### config.mk
export PLATFORM = sky130hd
export DESIGN_NAME = bldcs_top
export DESIGN_NICKNAME = d
export VERILOG_FILES = /design/src/logic/bldcs_pkg.sv /design/src/logic/bldcs_sync.sv /design/src/logic/bldcs_oneshot.sv /design/src/logic/bldcs_top.sv
export SDC_FILE = /design/constraint.sdc
export NUM_CORES = 1
export LEC_CHECK = 0
export ABC_AREA = 1
export BUFFER_PORTS_ARGS = -buffer_cell sky130_fd_sc_hd__buf_4
export CORE_MARGIN = 5
export CORE_UTILIZATION = 30
export CTS_CLUSTER_DIAMETER = 50
export CTS_CLUSTER_SIZE = 20
export DETAILED_ROUTE_END_ITERATION = 8
export SLEW_MARGIN = 20
export SYNTH_ARGS = -nofsm -noshare
export SYNTH_HDL_FRONTEND = slang
export SYNTH_SLANG_ARGS = --single-unit
export TNS_END_PERCENT = 10
### constraint.sdc
create_clock -name i_core_clk -period 1.5 [get_ports i_core_clk]
set_input_delay 0.225 -clock i_core_clk [delete_from_list [all_inputs] [get_ports i_core_clk]]
set_output_delay 0.225 -clock i_core_clk [all_outputs]
set_load 0.1 [all_outputs]
### src/logic/bldcs_pkg.sv
// Shared constants and types for the start-up and commutation sequencer.
// Assumes one 100 MHz core clock and a synchronous active-high reset.
package bldcs_pkg;

  // ****************************************
  // Clock and timing
  // ****************************************
  localparam int CLK_PERIOD_NS = 10;
  localparam int OFF_TIME_NS = 20000;
  localparam int OFF_TIME_CYCLES = (OFF_TIME_NS + CLK_PERIOD_NS - 1) / CLK_PERIOD_NS;
  localparam int OFF_CNT_W = 16;

  // ****************************************
  // Register map (byte addresses)
  // ****************************************
  localparam int ADR_W = 8;
  localparam logic [7:0] ADR_CTRL = 8'h00;
  localparam logic [7:0] ADR_STATUS = 8'h04;
  localparam logic [7:0] ADR_IRQ_STATUS = 8'h08;
  localparam logic [7:0] ADR_IRQ_CLEAR = 8'h0C;
  localparam logic [7:0] ADR_IRQ_ENABLE = 8'h10;
  localparam int CTRL_RESTART_BIT = 0;
  localparam int ST_PHASE_LSB = 0;
  localparam int ST_COMM_LSB = 2;
  localparam int ST_BRAKE_BIT = 5;
  localparam int ST_UV_BIT = 6;
  localparam int ST_DIR_BIT = 7;
  localparam int ST_LC_BLOCK_BIT = 8;
  localparam int ST_LIMIT_BIT = 9;
  localparam int EV_N = 5;
  localparam int EV_RAMP = 0;
  localparam int EV_RUN = 1;
  localparam int EV_TRIP = 2;
  localparam int EV_UV = 3;
  localparam int EV_BRAKE = 4;
  localparam logic [EV_N-1:0] IRQ_ENABLE_RST = 5'h00;

  // ****************************************
  // Types
  // ****************************************
  typedef enum logic [1:0] {
    PH_ALIGN = 2'b00,
    PH_RAMP = 2'b01,
    PH_RUN = 2'b10
  } bldcs_phase_t;

  typedef enum logic [2:0] {
    CS_A = 3'b000,
    CS_B = 3'b001,
    CS_C = 3'b010,
    CS_D = 3'b011,
    CS_E = 3'b100,
    CS_F = 3'b101
  } bldcs_comm_t;

  // Bit 0 phase A, bit 1 phase B, bit 2 phase C
  typedef struct packed {
    logic [2:0] low;
    logic [2:0] high_n;
  } bldcs_drive_t;

  typedef struct packed {
    logic align_cap_clear;
    logic commutation_clock;
    logic pwm;
    logic supply_low;
    logic current_trip;
    logic hc_off;
    logic ramp_done;
    logic align_done;
    logic dir;
    logic brake_n;
  } bldcs_pins_t;

  localparam int PINS_W = 10;
  localparam bldcs_pins_t PINS_RST = 10'h003;
  localparam bldcs_drive_t DRIVE_ALIGN = 6'h12;
  localparam bldcs_drive_t DRIVE_BRAKE = 6'h3F;
  localparam bldcs_drive_t DRIVE_OFF = 6'h07;

endpackage

### src/logic/bldcs_sync.sv
// Three-stage pin synchroniser with a two-stage agreement filter.
// Assumes inputs are asynchronous to i_core_clk.
`timescale 1ns/1ps
`default_nettype none
module bldcs_sync #(
  parameter int W = 1,
  parameter logic [W-1:0] RST_VAL = '0
) (
  input wire logic i_core_clk,
  input wire logic i_reset,
  input wire logic [W-1:0] i_async,
  output logic [W-1:0] o_level
);

  // ****************************************
  // Per-bit stages
  // ****************************************
  genvar g;
  generate
    for (g = 0; g < W; g++) begin : g_bit
      logic s1_ff;
      logic s2_ff;
      logic s3_ff;
      logic lvl_ff;
      always_ff @(posedge i_core_clk) begin
        if (i_reset) begin
          s1_ff <= RST_VAL[g];
          s2_ff <= RST_VAL[g];
          s3_ff <= RST_VAL[g];
        end else begin
          s1_ff <= i_async[g];
          s2_ff <= s1_ff;
          s3_ff <= s2_ff;
        end
      end
      // Level moves only once stages two and three agree
      always_ff @(posedge i_core_clk) begin
        if (i_reset) begin
          lvl_ff <= RST_VAL[g];
        end else if (s2_ff == s3_ff) begin
          lvl_ff <= s3_ff;
        end
      end
      assign o_level[g] = lvl_ff;
    end
  endgenerate

endmodule
`default_nettype wire

### src/logic/bldcs_oneshot.sv
// Current-limit off-time one-shot.
// Assumes i_fire is already synchronous; retriggers while active are ignored.
`timescale 1ns/1ps
`default_nettype none
module bldcs_oneshot #(
  parameter int CYCLES = bldcs_pkg::OFF_TIME_CYCLES
) (
  input wire logic i_core_clk,
  input wire logic i_reset,
  input wire logic i_fire,
  output logic o_active
);

  // ****************************************
  // Off-time counter
  // ****************************************
  localparam logic [bldcs_pkg::OFF_CNT_W-1:0] LOAD = bldcs_pkg::OFF_CNT_W'(CYCLES - 1);
  logic [bldcs_pkg::OFF_CNT_W-1:0] cnt_ff;
  logic active_ff;

  always_ff @(posedge i_core_clk) begin
    if (i_reset) begin
      active_ff <= 1'b0;
      cnt_ff <= '0;
    end else if (!active_ff && i_fire) begin
      active_ff <= 1'b1;
      cnt_ff <= LOAD;
    end else if (active_ff) begin
      if (cnt_ff == '0) begin
        active_ff <= 1'b0;
      end else begin
        cnt_ff <= cnt_ff - 1'b1;
      end
    end
  end

  assign o_active = active_ff;
endmodule
`default_nettype wire

### src/logic/bldcs_top.sv
// Start-up sequencer, commutation state machine and driver gating.
// Assumes all comparator and control inputs arrive asynchronously on pins,
// a classic Wishbone master on the core clock, and a half-bridge stage outside.
//
// Notes on behaviour
// - Reset enters alignment before any commutation.
// - Alignment holds LB on, HA and HC on.
// - Align comparator trip moves to ramp.
// - Ramp steps states A to F per clock.
// - Back-EMF sampling disabled during ramp.
// - Ramp comparator trip moves to run.
// - Run enables back-EMF, clock advances states.
// - Low sides gated by PWM and one-shot.
// - LC held off until HC turned off.
// - Brake turns lows on, highs off.
// - Brake disables current-limit gating.
// - Supply low drives fault flag low.
// - Undervoltage turns all six drivers off.
// - Current trip forces lows off for off-time.
// - Direction low reverses sequence; change when stopped.
// - Forward table of low and high pairs.
//
// Added by the designer: the address map and the Wishbone interface to the registers.
`timescale 1ns/1ps
`default_nettype none
module bldcs_top #(
  parameter int OFF_CYCLES = bldcs_pkg::OFF_TIME_CYCLES
) (
  input wire logic i_core_clk,
  input wire logic i_reset,
  input wire logic i_wb_cyc,
  input wire logic i_wb_stb,
  input wire logic i_wb_we,
  input wire logic [bldcs_pkg::ADR_W-1:0] i_wb_adr,
  input wire logic [31:0] i_wb_dat,
  input wire logic [3:0] i_wb_sel,
  output logic [31:0] o_wb_dat,
  output logic o_wb_ack,
  output logic o_irq,
  input wire logic i_brake_n,
  input wire logic i_dir,
  input wire logic i_align_done,
  input wire logic i_ramp_done,
  input wire logic i_hc_off,
  input wire logic i_current_trip,
  input wire logic i_supply_low,
  input wire logic i_pwm,
  input wire logic i_commutation_clock,
  input wire logic i_align_cap_clear,
  output logic o_low_drive_phase_a,
  output logic o_low_drive_phase_b,
  output logic o_low_drive_phase_c,
  output logic o_high_drive_phase_a_n,
  output logic o_high_drive_phase_b_n,
  output logic o_high_drive_phase_c_n,
  output logic o_supply_low_flag_n,
  output logic o_bemf_enable,
  output logic [2:0] o_bemf_sense_phase
);

  // ****************************************
  // Pin synchronisation
  // ****************************************
  bldcs_pkg::bldcs_pins_t pins_raw;
  bldcs_pkg::bldcs_pins_t pins;
  assign pins_raw = '{align_cap_clear: i_align_cap_clear, commutation_clock: i_commutation_clock,
                      pwm: i_pwm, supply_low: i_supply_low, current_trip: i_current_trip,
                      hc_off: i_hc_off, ramp_done: i_ramp_done, align_done: i_align_done,
                      dir: i_dir, brake_n: i_brake_n};

  bldcs_sync #(
    .W(bldcs_pkg::PINS_W),
    .RST_VAL(bldcs_pkg::PINS_RST)
  ) u_sync (
    .i_core_clk(i_core_clk),
    .i_reset(i_reset),
    .i_async(pins_raw),
    .o_level(pins)
  );

  logic brake;
  logic uv;
  logic clk_prev_ff;
  logic trip_prev_ff;
  logic uv_prev_ff;
  logic brake_prev_ff;
  logic clk_rise;
  logic trip_rise;
  assign brake = !pins.brake_n;
  assign uv = pins.supply_low;
  assign clk_rise = pins.commutation_clock && !clk_prev_ff;
  assign trip_rise = pins.current_trip && !trip_prev_ff;

  always_ff @(posedge i_core_clk) begin
    if (i_reset) begin
      clk_prev_ff <= 1'b0;
      trip_prev_ff <= 1'b0;
      uv_prev_ff <= 1'b0;
      brake_prev_ff <= 1'b0;
    end else begin
      clk_prev_ff <= pins.commutation_clock;
      trip_prev_ff <= pins.current_trip;
      uv_prev_ff <= uv;
      brake_prev_ff <= brake;
    end
  end

  // ****************************************
  // Wishbone slave
  // ****************************************
  logic ack_ff;
  logic [31:0] dat_ff;
  logic wr_take;
  logic restart;
  logic [bldcs_pkg::EV_N-1:0] irq_status_ff;
  logic [bldcs_pkg::EV_N-1:0] irq_enable_ff;
  logic [bldcs_pkg::EV_N-1:0] events;
  logic [31:0] status_word;
  logic [31:0] nxt_dat;
  bldcs_pkg::bldcs_phase_t phase_ff;
  bldcs_pkg::bldcs_comm_t comm_ff;
  logic lc_block_ff;
  logic limit_active;

  // Write lands on the edge where the master sees ack
  assign wr_take = i_wb_cyc && i_wb_stb && i_wb_we && ack_ff && i_wb_sel[0];

  always_ff @(posedge i_core_clk) begin
    if (i_reset) begin
      ack_ff <= 1'b0;
    end else begin
      ack_ff <= i_wb_cyc && i_wb_stb && !ack_ff;
    end
  end

  always_comb begin
    status_word = '0;
    status_word[bldcs_pkg::ST_PHASE_LSB +: 2] = phase_ff;
    status_word[bldcs_pkg::ST_COMM_LSB +: 3] = comm_ff;
    status_word[bldcs_pkg::ST_BRAKE_BIT] = brake;
    status_word[bldcs_pkg::ST_UV_BIT] = uv;
    status_word[bldcs_pkg::ST_DIR_BIT] = pins.dir;
    status_word[bldcs_pkg::ST_LC_BLOCK_BIT] = lc_block_ff;
    status_word[bldcs_pkg::ST_LIMIT_BIT] = limit_active;
    case (i_wb_adr)
      bldcs_pkg::ADR_STATUS: nxt_dat = status_word;
      bldcs_pkg::ADR_IRQ_STATUS: nxt_dat = {27'h0000000, irq_status_ff};
      bldcs_pkg::ADR_IRQ_ENABLE: nxt_dat = {27'h0000000, irq_enable_ff};
      default: nxt_dat = 32'h00000000;
    endcase
  end

  always_ff @(posedge i_core_clk) begin
    if (i_reset) begin
      dat_ff <= 32'h00000000;
    end else if (i_wb_cyc && i_wb_stb && !ack_ff) begin
      dat_ff <= nxt_dat;
    end
  end

  assign o_wb_ack = ack_ff;
  assign o_wb_dat = dat_ff;

  // ****************************************
  // Interrupts
  // ****************************************
  always_ff @(posedge i_core_clk) begin
    if (i_reset) begin
      irq_enable_ff <= bldcs_pkg::IRQ_ENABLE_RST;
    end else if (wr_take && i_wb_adr == bldcs_pkg::ADR_IRQ_ENABLE) begin
      irq_enable_ff <= i_wb_dat[bldcs_pkg::EV_N-1:0];
    end
  end

  // Set beats clear so an event in the clearing cycle survives
  always_ff @(posedge i_core_clk) begin
    if (i_reset) begin
      irq_status_ff <= '0;
    end else if (wr_take && i_wb_adr == bldcs_pkg::ADR_IRQ_CLEAR) begin
      irq_status_ff <= (irq_status_ff & ~i_wb_dat[bldcs_pkg::EV_N-1:0]) | events;
    end else begin
      irq_status_ff <= irq_status_ff | events;
    end
  end

  assign o_irq = |(irq_status_ff & irq_enable_ff);

  // ****************************************
  // Start-up phase machine
  // ****************************************
  logic align_exit;
  logic ramp_exit;
  // Brake with the align capacitor cleared restarts the start-up
  assign restart = (wr_take && i_wb_adr == bldcs_pkg::ADR_CTRL
                    && i_wb_dat[bldcs_pkg::CTRL_RESTART_BIT])
                   || (brake && pins.align_cap_clear);
  assign align_exit = phase_ff == bldcs_pkg::PH_ALIGN && pins.align_done && !restart;
  assign ramp_exit = phase_ff == bldcs_pkg::PH_RAMP && pins.ramp_done && !restart;

  always_ff @(posedge i_core_clk) begin
    if (i_reset || restart) begin
      phase_ff <= bldcs_pkg::PH_ALIGN;
    end else begin
      case (phase_ff)
        bldcs_pkg::PH_ALIGN: begin
          if (pins.align_done) begin
            phase_ff <= bldcs_pkg::PH_RAMP;
          end
        end
        bldcs_pkg::PH_RAMP: begin
          if (pins.ramp_done) begin
            phase_ff <= bldcs_pkg::PH_RUN;
          end
        end
        bldcs_pkg::PH_RUN: phase_ff <= bldcs_pkg::PH_RUN;
        default: phase_ff <= bldcs_pkg::PH_ALIGN;
      endcase
    end
  end

  assign events = {brake && !brake_prev_ff, uv && !uv_prev_ff,
                   trip_rise && !brake, ramp_exit, align_exit};

  // ****************************************
  // Commutation state machine
  // ****************************************
  function automatic bldcs_pkg::bldcs_comm_t step(input bldcs_pkg::bldcs_comm_t c,
                                                  input logic fwd);
    case (c)
      bldcs_pkg::CS_A: step = fwd ? bldcs_pkg::CS_B : bldcs_pkg::CS_F;
      bldcs_pkg::CS_B: step = fwd ? bldcs_pkg::CS_C : bldcs_pkg::CS_A;
      bldcs_pkg::CS_C: step = fwd ? bldcs_pkg::CS_D : bldcs_pkg::CS_B;
      bldcs_pkg::CS_D: step = fwd ? bldcs_pkg::CS_E : bldcs_pkg::CS_C;
      bldcs_pkg::CS_E: step = fwd ? bldcs_pkg::CS_F : bldcs_pkg::CS_D;
      bldcs_pkg::CS_F: step = fwd ? bldcs_pkg::CS_A : bldcs_pkg::CS_E;
      default: step = bldcs_pkg::CS_A;
    endcase
  endfunction

  // Held at A during alignment so ramp opens on the first state
  always_ff @(posedge i_core_clk) begin
    if (i_reset || restart || phase_ff == bldcs_pkg::PH_ALIGN) begin
      comm_ff <= bldcs_pkg::CS_A;
    end else if (clk_rise) begin
      comm_ff <= step(comm_ff, pins.dir);
    end
  end

  // ****************************************
  // Cross-conduction interlock
  // ****************************************
  always_ff @(posedge i_core_clk) begin
    if (i_reset) begin
      lc_block_ff <= 1'b0;
    end else if (align_exit) begin
      lc_block_ff <= 1'b1;
    end else if (pins.hc_off) begin
      lc_block_ff <= 1'b0;
    end
  end

  // ****************************************
  // Current-limit one-shot
  // ****************************************
  logic oneshot_active;
  bldcs_oneshot #(
    .CYCLES(OFF_CYCLES)
  ) u_oneshot (
    .i_core_clk(i_core_clk),
    .i_reset(i_reset),
    .i_fire(trip_rise && !brake),
    .o_active(oneshot_active)
  );
  assign limit_active = oneshot_active && !brake;

  // ****************************************
  // Output patterns and gating
  // ****************************************
  function automatic bldcs_pkg::bldcs_drive_t pattern(input bldcs_pkg::bldcs_comm_t c);
    case (c)
      bldcs_pkg::CS_A: pattern = '{low: 3'h4, high_n: 3'h6};
      bldcs_pkg::CS_B: pattern = '{low: 3'h4, high_n: 3'h5};
      bldcs_pkg::CS_C: pattern = '{low: 3'h1, high_n: 3'h5};
      bldcs_pkg::CS_D: pattern = '{low: 3'h1, high_n: 3'h3};
      bldcs_pkg::CS_E: pattern = '{low: 3'h2, high_n: 3'h3};
      bldcs_pkg::CS_F: pattern = '{low: 3'h2, high_n: 3'h6};
      default: pattern = bldcs_pkg::DRIVE_OFF;
    endcase
  endfunction

  function automatic logic [2:0] sense_sel(input bldcs_pkg::bldcs_comm_t c);
    case (c)
      bldcs_pkg::CS_A, bldcs_pkg::CS_D: sense_sel = 3'h2;
      bldcs_pkg::CS_B, bldcs_pkg::CS_E: sense_sel = 3'h1;
      default: sense_sel = 3'h4;
    endcase
  endfunction

  bldcs_pkg::bldcs_drive_t base;
  bldcs_pkg::bldcs_drive_t nxt_drive;
  bldcs_pkg::bldcs_drive_t drive_ff;
  logic nxt_bemf;
  logic bemf_ff;
  logic [2:0] sense_ff;
  logic uv_flag_n_ff;

  always_comb begin
    base = (phase_ff == bldcs_pkg::PH_ALIGN) ? bldcs_pkg::DRIVE_ALIGN : pattern(comm_ff);
    nxt_drive = base;
    nxt_drive.low = base.low & {3{pins.pwm}} & {3{!limit_active}};
    nxt_drive.low[2] = nxt_drive.low[2] && !lc_block_ff;
    if (uv) begin
      nxt_drive = bldcs_pkg::DRIVE_OFF;
    end else if (brake) begin
      nxt_drive = bldcs_pkg::DRIVE_BRAKE;
    end
    nxt_bemf = phase_ff == bldcs_pkg::PH_RUN;
  end

  // Registered so pins never glitch on combinational hazards
  always_ff @(posedge i_core_clk) begin
    if (i_reset) begin
      drive_ff <= bldcs_pkg::DRIVE_OFF;
      bemf_ff <= 1'b0;
      sense_ff <= 3'h0;
      uv_flag_n_ff <= 1'b1;
    end else begin
      drive_ff <= nxt_drive;
      bemf_ff <= nxt_bemf;
      sense_ff <= nxt_bemf ? sense_sel(comm_ff) : 3'h0;
      uv_flag_n_ff <= !uv;
    end
  end

  assign o_low_drive_phase_a = drive_ff.low[0];
  assign o_low_drive_phase_b = drive_ff.low[1];
  assign o_low_drive_phase_c = drive_ff.low[2];
  assign o_high_drive_phase_a_n = drive_ff.high_n[0];
  assign o_high_drive_phase_b_n = drive_ff.high_n[1];
  assign o_high_drive_phase_c_n = drive_ff.high_n[2];
  assign o_supply_low_flag_n = uv_flag_n_ff;
  assign o_bemf_enable = bemf_ff;
  assign o_bemf_sense_phase = sense_ff;
endmodule
`default_nettype wire

---- Word-level counts from Yosys, hierarchy flattened ----
Cells that the tools add are included.
operators by class
  muxes and demuxes ....................... 24
  bitwise gates (word level) .............. 10
  add/subtract/negate cells ............... 1
  equal/unequal tests ..................... 24
  reduce and logical (&&, ||, !) cells .... 53
operators with widths
  kind                                                 count
  one-hot mux 6 bit (6 select lines)                   1
  two-way mux 11 bit                                   3
  one-hot mux 10 bit (3 select lines)                  1
  logical AND 1 bit                                    22
  one-hot mux 3 bit (6 select lines)                   1
  == test 8 x 4 -> 1 bit (second input constant)       2
  logical NOT 16 bit                                   1
  subtractor 16 x 1 -> 16 bit (second input constant)  1
  two-way mux 3 bit                                    4
  two-way mux 6 bit                                    2
  logical NOT 1 bit                                    11
  AND 5 bit                                            2
  == test 1 bit                                        10
  bitwise OR 5 bit                                     2
  OR reduction 2 bit                                   5
  == test 8 x 3 -> 1 bit (second input constant)       1
  == test 8 x 5 -> 1 bit (second input constant)       1
  logical NOT 8 bit                                    1
  two-way mux 2 bit                                    4
  AND 3 bit                                            2
  == test 3 x 2 -> 1 bit (second input constant)       2
  == test 3 bit (second input constant)                2
  != test 2 x 1 -> 1 bit (second input constant)       3
  one-hot mux 2 bit (3 select lines)                   1
  16 further kinds                                     27
storage, ports and cells
  input bits .............................. 59
  logic and storage cells ................. 172
  register bits after elaboration ......... 121
  output and inout port bits .............. 45

---- Depth between registers and ports, before layout ----
  word-level depth ........................ 11
  depth in mapped cells ................... 11
  mapped depth without buffers ............ 10

---- Hierarchy ----
From an unflattened synthesis, not the netlist that was laid out.
second synthesis, totals
  cells, all modules ...................... 606
  area total of the unflattened synthesis .. 4503.1 µm²
by module, submodules not included
  module         cells each  area each (µm²)  sequential area each (µm²)  times used
  bldcs_top      287         2153.3           840.8                       1
  bldcs_sync     148         1280.0           800.8                       1
  bldcs_oneshot  171         1069.8           340.3                       1

---- Worst setup path after synthesis ----
No wires, ideal clock.
  kind .................................... reg-to-reg
  from .................................... register ack_ff, in the netlist o_wb_ack
  to ...................................... register irq_enable_ff[0] in the netlist's numbering
  arrival time ............................ 1801 ps
  library setup time ...................... 70 ps
  stages on the path, launching flop included .. 6
  buffers on the path ..................... 0
  slack ................................... -371 ps
  required time ........................... 1430 ps
  period minus slack after synthesis ...... 1871 ps
  cells stage by stage .................... dfxtp_1 -> nand3_1 -> nor2_1 -> nor3b_4 -> o21ai_0 -> a21oi_1
on the way
  cells in the longest elaborated chain, start to end .. 3
ends and longest elaborated chain
  what                             line              RTL
  start: declaration               bldcs_top.sv:111  logic ack_ff;
  start signal: assignment         bldcs_top.sv:132  ack_ff <= i_wb_cyc && i_wb_stb && !ack_ff;
  logical AND 1 bit (2 in series)  bldcs_top.sv:126  assign wr_take = i_wb_cyc && i_wb_stb && i_wb_we && ack_ff && i_wb_sel[0];
  logical AND 1 bit                bldcs_top.sv:170  end else if (wr_take && i_wb_adr == bldcs_pkg::ADR_IRQ_ENABLE) begin
  end signal: assignment           bldcs_top.sv:169  irq_enable_ff <= bldcs_pkg::IRQ_ENABLE_RST;
  end signal: assignment           bldcs_top.sv:171  irq_enable_ff <= i_wb_dat[bldcs_pkg::EV_N-1:0];
  end: declaration                 bldcs_top.sv:116  logic [bldcs_pkg::EV_N-1:0] irq_enable_ff;
Every way passes these cells.
A chain may end at the register's enable or synchronous reset.

---- Worst setup path in the final report ----
  from .................................... register irq_status_ff[0] in the netlist's numbering
  to ...................................... output port o_irq
on the way
  cells in the longest elaborated chain, start to end .. 2
ends and longest elaborated chain
  what                      line              RTL
  start: declaration        bldcs_top.sv:115  logic [bldcs_pkg::EV_N-1:0] irq_status_ff;
  start signal: assignment  bldcs_top.sv:180  irq_status_ff <= (irq_status_ff & ~i_wb_dat[bldcs_pkg::EV_N-1:0]) | events;
  start signal: assignment  bldcs_top.sv:182  irq_status_ff <= irq_status_ff | events;
  AND 5 bit                 bldcs_top.sv:186  assign o_irq = |(irq_status_ff & irq_enable_ff);
  OR reduction 5 bit        bldcs_top.sv:186
  end: declaration          bldcs_top.sv:39   output logic o_irq,
Every way passes these cells.

==> impl_metrics.json <==
{
  "status": "finished, violations left",
  "violations": "negative setup slack",
  "synth_compound_area_frac": 0.104,
  "grt_use_met2": 0.158,
  "drv_cap": 0,
  "worstSetupPathType": "flop to output pin",
  "crit_path_end_kind": "output pin",
  "drt-initial-drc-count": 143,
  "synth_top_family_by_area": "simple AND/OR/NAND/NOR gates",
  "synthTopCellsByArea": "dfxtp_1 (46%), nand2_1 (9.2%), nor2_1 (7.5%), inv_1 (7.3%), a21oi_1 (5.1%)",
  "ctsHoldBuffers": 0,
  "drive_gt1_frac": 0.202,
  "p_sw_w": 0.00165,
  "crit_path_max_fanout": 2,
  "fp.dieH_um": 130,
  "ir_drop_v": 0.000568,
  "startpoint_type": "flop",
  "min_period_ns": 1.53,
  "antenna_found_initial": 0,
  "synth_xor_area_frac": 0.00202,
  "pwr-share-seq": 0.481,
  "hold_viol": 0,
  "synth.top_cell.area_share": 0.456,
  "switching_share": 0.292,
  "drc": 0,
  "yosys.area.top_type": "dfxtp_1",
  "numCtsBuffers": 9,
  "synth_edf_count": 0,
  "overflow": 0,
  "ys_async_sr_fraction": 0,
  "synth-simple-area-share": 0.284,
  "grt_pass1_wl_um": 15200,
  "skew_ns": 0.00736,
  "grt_most_used_layer": "met1",
  "finalSetupViolations": 1,
  "crit_chain": "nand2_2, nand2_2, a221oi_2, nand2_1, buf_12",
  "finalNetCount": 724,
  "leakagePower_nw": 2.45,
  "p_comb_frac": 0.131,
  "synth_area_um2": 4350,
  "use_met1": 0.164,
  "max_freq_mhz": 655,
  "synth.area.mux_share": 0,
  "cp_data_required_time_ns": 1.27,
  "place_ws_ns": 0.0883,
  "areaGrowthSynthToFinish_pct": 22.3,
  "power.share.clock": 0.388,
  "drt_first_pass_iters": 4,
  "initial_core_util": 0.302,
  "htreeDepth": 3,
  "die_area_um2": 17000,
  "drtAntennaViolNets": 0,
  "grt_pass1_vias": 3148,
  "wl_per_cell_um": 10.8,
  "cts_max_path_buffers": 2,
  "hold_path_class": "input port to flop",
  "critPathMaxStageDelay_ns": 0.33,
  "ys_types": 37,
  "tritoncts": "done",
  "synth_cells": 590,
  "gr-usage-met3": 0.0258,
  "cts.sinks": 99,
  "critPathMostFrequentCell": "nand2_2",
  "worst_hold_slack_ns": 0.0610,
  "yosysSeqAreaShare": 0.456,
  "drt-total-wl_um": 9130,
  "syn_avg_cell_area_um2": 7.37,
  "diodes": 0,
  "vias": 3565,
  "place_hpwl_um": 6950,
  "synthAdderAreaFrac": 0.0144,
  "io_buffers": 51,
  "clockRootBuffer": "clkbuf_16",
  "synthTopCellsByCount": "nand2_1 (106), dfxtp_1 (99), nor2_1 (87)",
  "slew_viol_final": 0,
  "setup_ws_ns": -0.0268,
  "synth_ff_type": "dfxtp_1",
  "core.rowCount": 44,
  "cp.arrival_ns": 1.30,
  "p_int_w": 0.00401,
  "num_io_pins": 104,
  "powerDensity_nw_per_um2": 1060,
  "crit_path_top_delay_cell": "dfxtp_2",
  "ys_ff_latch": 99,
  "yosysWarnings": 0,
  "core_um2": 14400,
  "place_congestion": 0.805,
  "rrSetupSlack_ns": 0.14,
  "min_period_over_period": 1.02,
  "gr-usage-all-layers": 0.112,
  "insertion_delay_ns": 0.35,
  "via_per_inst": 4.20,
  "grt_max_degree": 21,
  "clk_pin_slew_ns": 0.07,
  "yosysMostFrequentCell": "nand2_1",
  "rsz0062_at_grt": "yes",
  "die_w_um": 130
}
==> power by group through the flow <==
stage | Sequential [W] | Combinational (W) | Clock [W]
detailed placement | 0.00278 | 0.000740 | 0
global route | 0.00273 | 0.000796 | 0.00238
floorplan | 0.00290 | 0.000500 | 0
global placement | 0.00278 | 0.000736 | 0
CTS | 0.00272 | 0.000741 | 0.00228
finish | 0.00272 | 0.000739 | 0.00220
==> final timing paths <==
| kind | from | end | cells after the start |
|---|---|---|---|
| setup / recovery | irq_status_ff[0] | o_irq | 5 |
| hold / removal | i_dir | u_sync.g_bit[1].s1_ff | 2 |
| setup reg to reg | u_oneshot.cnt_ff[6] | u_oneshot.cnt_ff[10] | 9 |
| hold reg to reg | u_sync.g_bit[5].s1_ff | u_sync.g_bit[5].s2_ff | 2 |
==> kinds of logic after synthesis <==
group / count (synthesis)
compound gates: 83
xor+xnor: 1
other cells: 1
fa+ha+maj: 5
flops: 99
buf+inv: 127
simple gates: 274
==> per-stage QoR <==
| stage | setup TNS, ns | power (W) | std cells | utilization | cell area, um^2 |
|---|---|---|---|---|---|
| floorplan | 0 | 0.00340 | 611 | - | 4430 |
| global placement | 0 | 0.00352 | 831 | 0.345 | 4960 |
| detailed placement | 0 | 0.00352 | 831 | 0.345 | 4960 |
| CTS | -0.00589 | 0.00574 | 849 | 0.368 | 5290 |
| global route | -0.0992 | 0.00590 | 849 | 0.370 | 5320 |
| finish | -0.0268 | 0.00566 | 849 | 0.370 | 5320 |
==> sequential cells by signal, indices dropped and copies added, names as in the netlist, 2 cells and up <==
register	cells
o_wb_dat	10
irq_enable_ff	5
phase_ff	2
u_sync.g_bit.lvl_ff	10
u_oneshot.cnt_ff	16
irq_status_ff	5
u_sync.g_bit.s2_ff	10
comm_ff	3
o_bemf_sense_phase	3
u_sync.g_bit.s3_ff	10
u_sync.g_bit.s1_ff	10
==> routing by layer <==
metal | vias up | part of all wire
li1 | 1949 | -
met1 | 1536 | 0.50
met2 | 67 | 0.42
met3 | 13 | 0.051
met4 | 0 | 0.022
met5 | - | 0
==> layout make-up <==
cell class,count,area [um^2]
clock buffer,9,225
clock inverter,7,62.6
fill,1482,9050
inverter,88,333
multi-input combinational,385,1870
sequential,99,1990
tap,184,230
timing repair buffer,77,603
==> timing repair <==
action	CTS	global route
setup endpoints to repair	1	18
buffers inserted	2	0
resized for setup	6	11
pin swaps	1	2
==> worst max-delay path, delay by kind of cell (launching register included) <==
kind / cells / cell delay (ns)
flops: 1 / 0.33
compound gates: 1 / 0.18
buf+inv: 1 / 0.19
simple gates: 3 / 0.24
==> cells in the final DEF, fill, tap and decap left out, drive strengths merged <==
| cell type | count |
|---|---|
| nand4 | 11 |
| buf | 77 |
| a21oi | 47 |
| nor3 | 1 |
| a211oi | 4 |
| nand2 | 110 |
| nor3b | 1 |
| conb | 22 |
| clkinv | 5 |
| nor4 | 1 |
| ha | 5 |
| clkinvlp | 2 |
| o22ai | 1 |
| a221oi | 1 |
| dfxtp | 99 |
| clkbuf | 9 |
| inv | 88 |
| o211ai | 1 |
| xor2 | 1 |
| o21ai | 27 |
| nand3 | 46 |
| nor2 | 94 |
| o21bai | 2 |
| nand3b | 3 |
| or2 | 7 |
No activity file was read; power rests on OpenSTA's default activity.
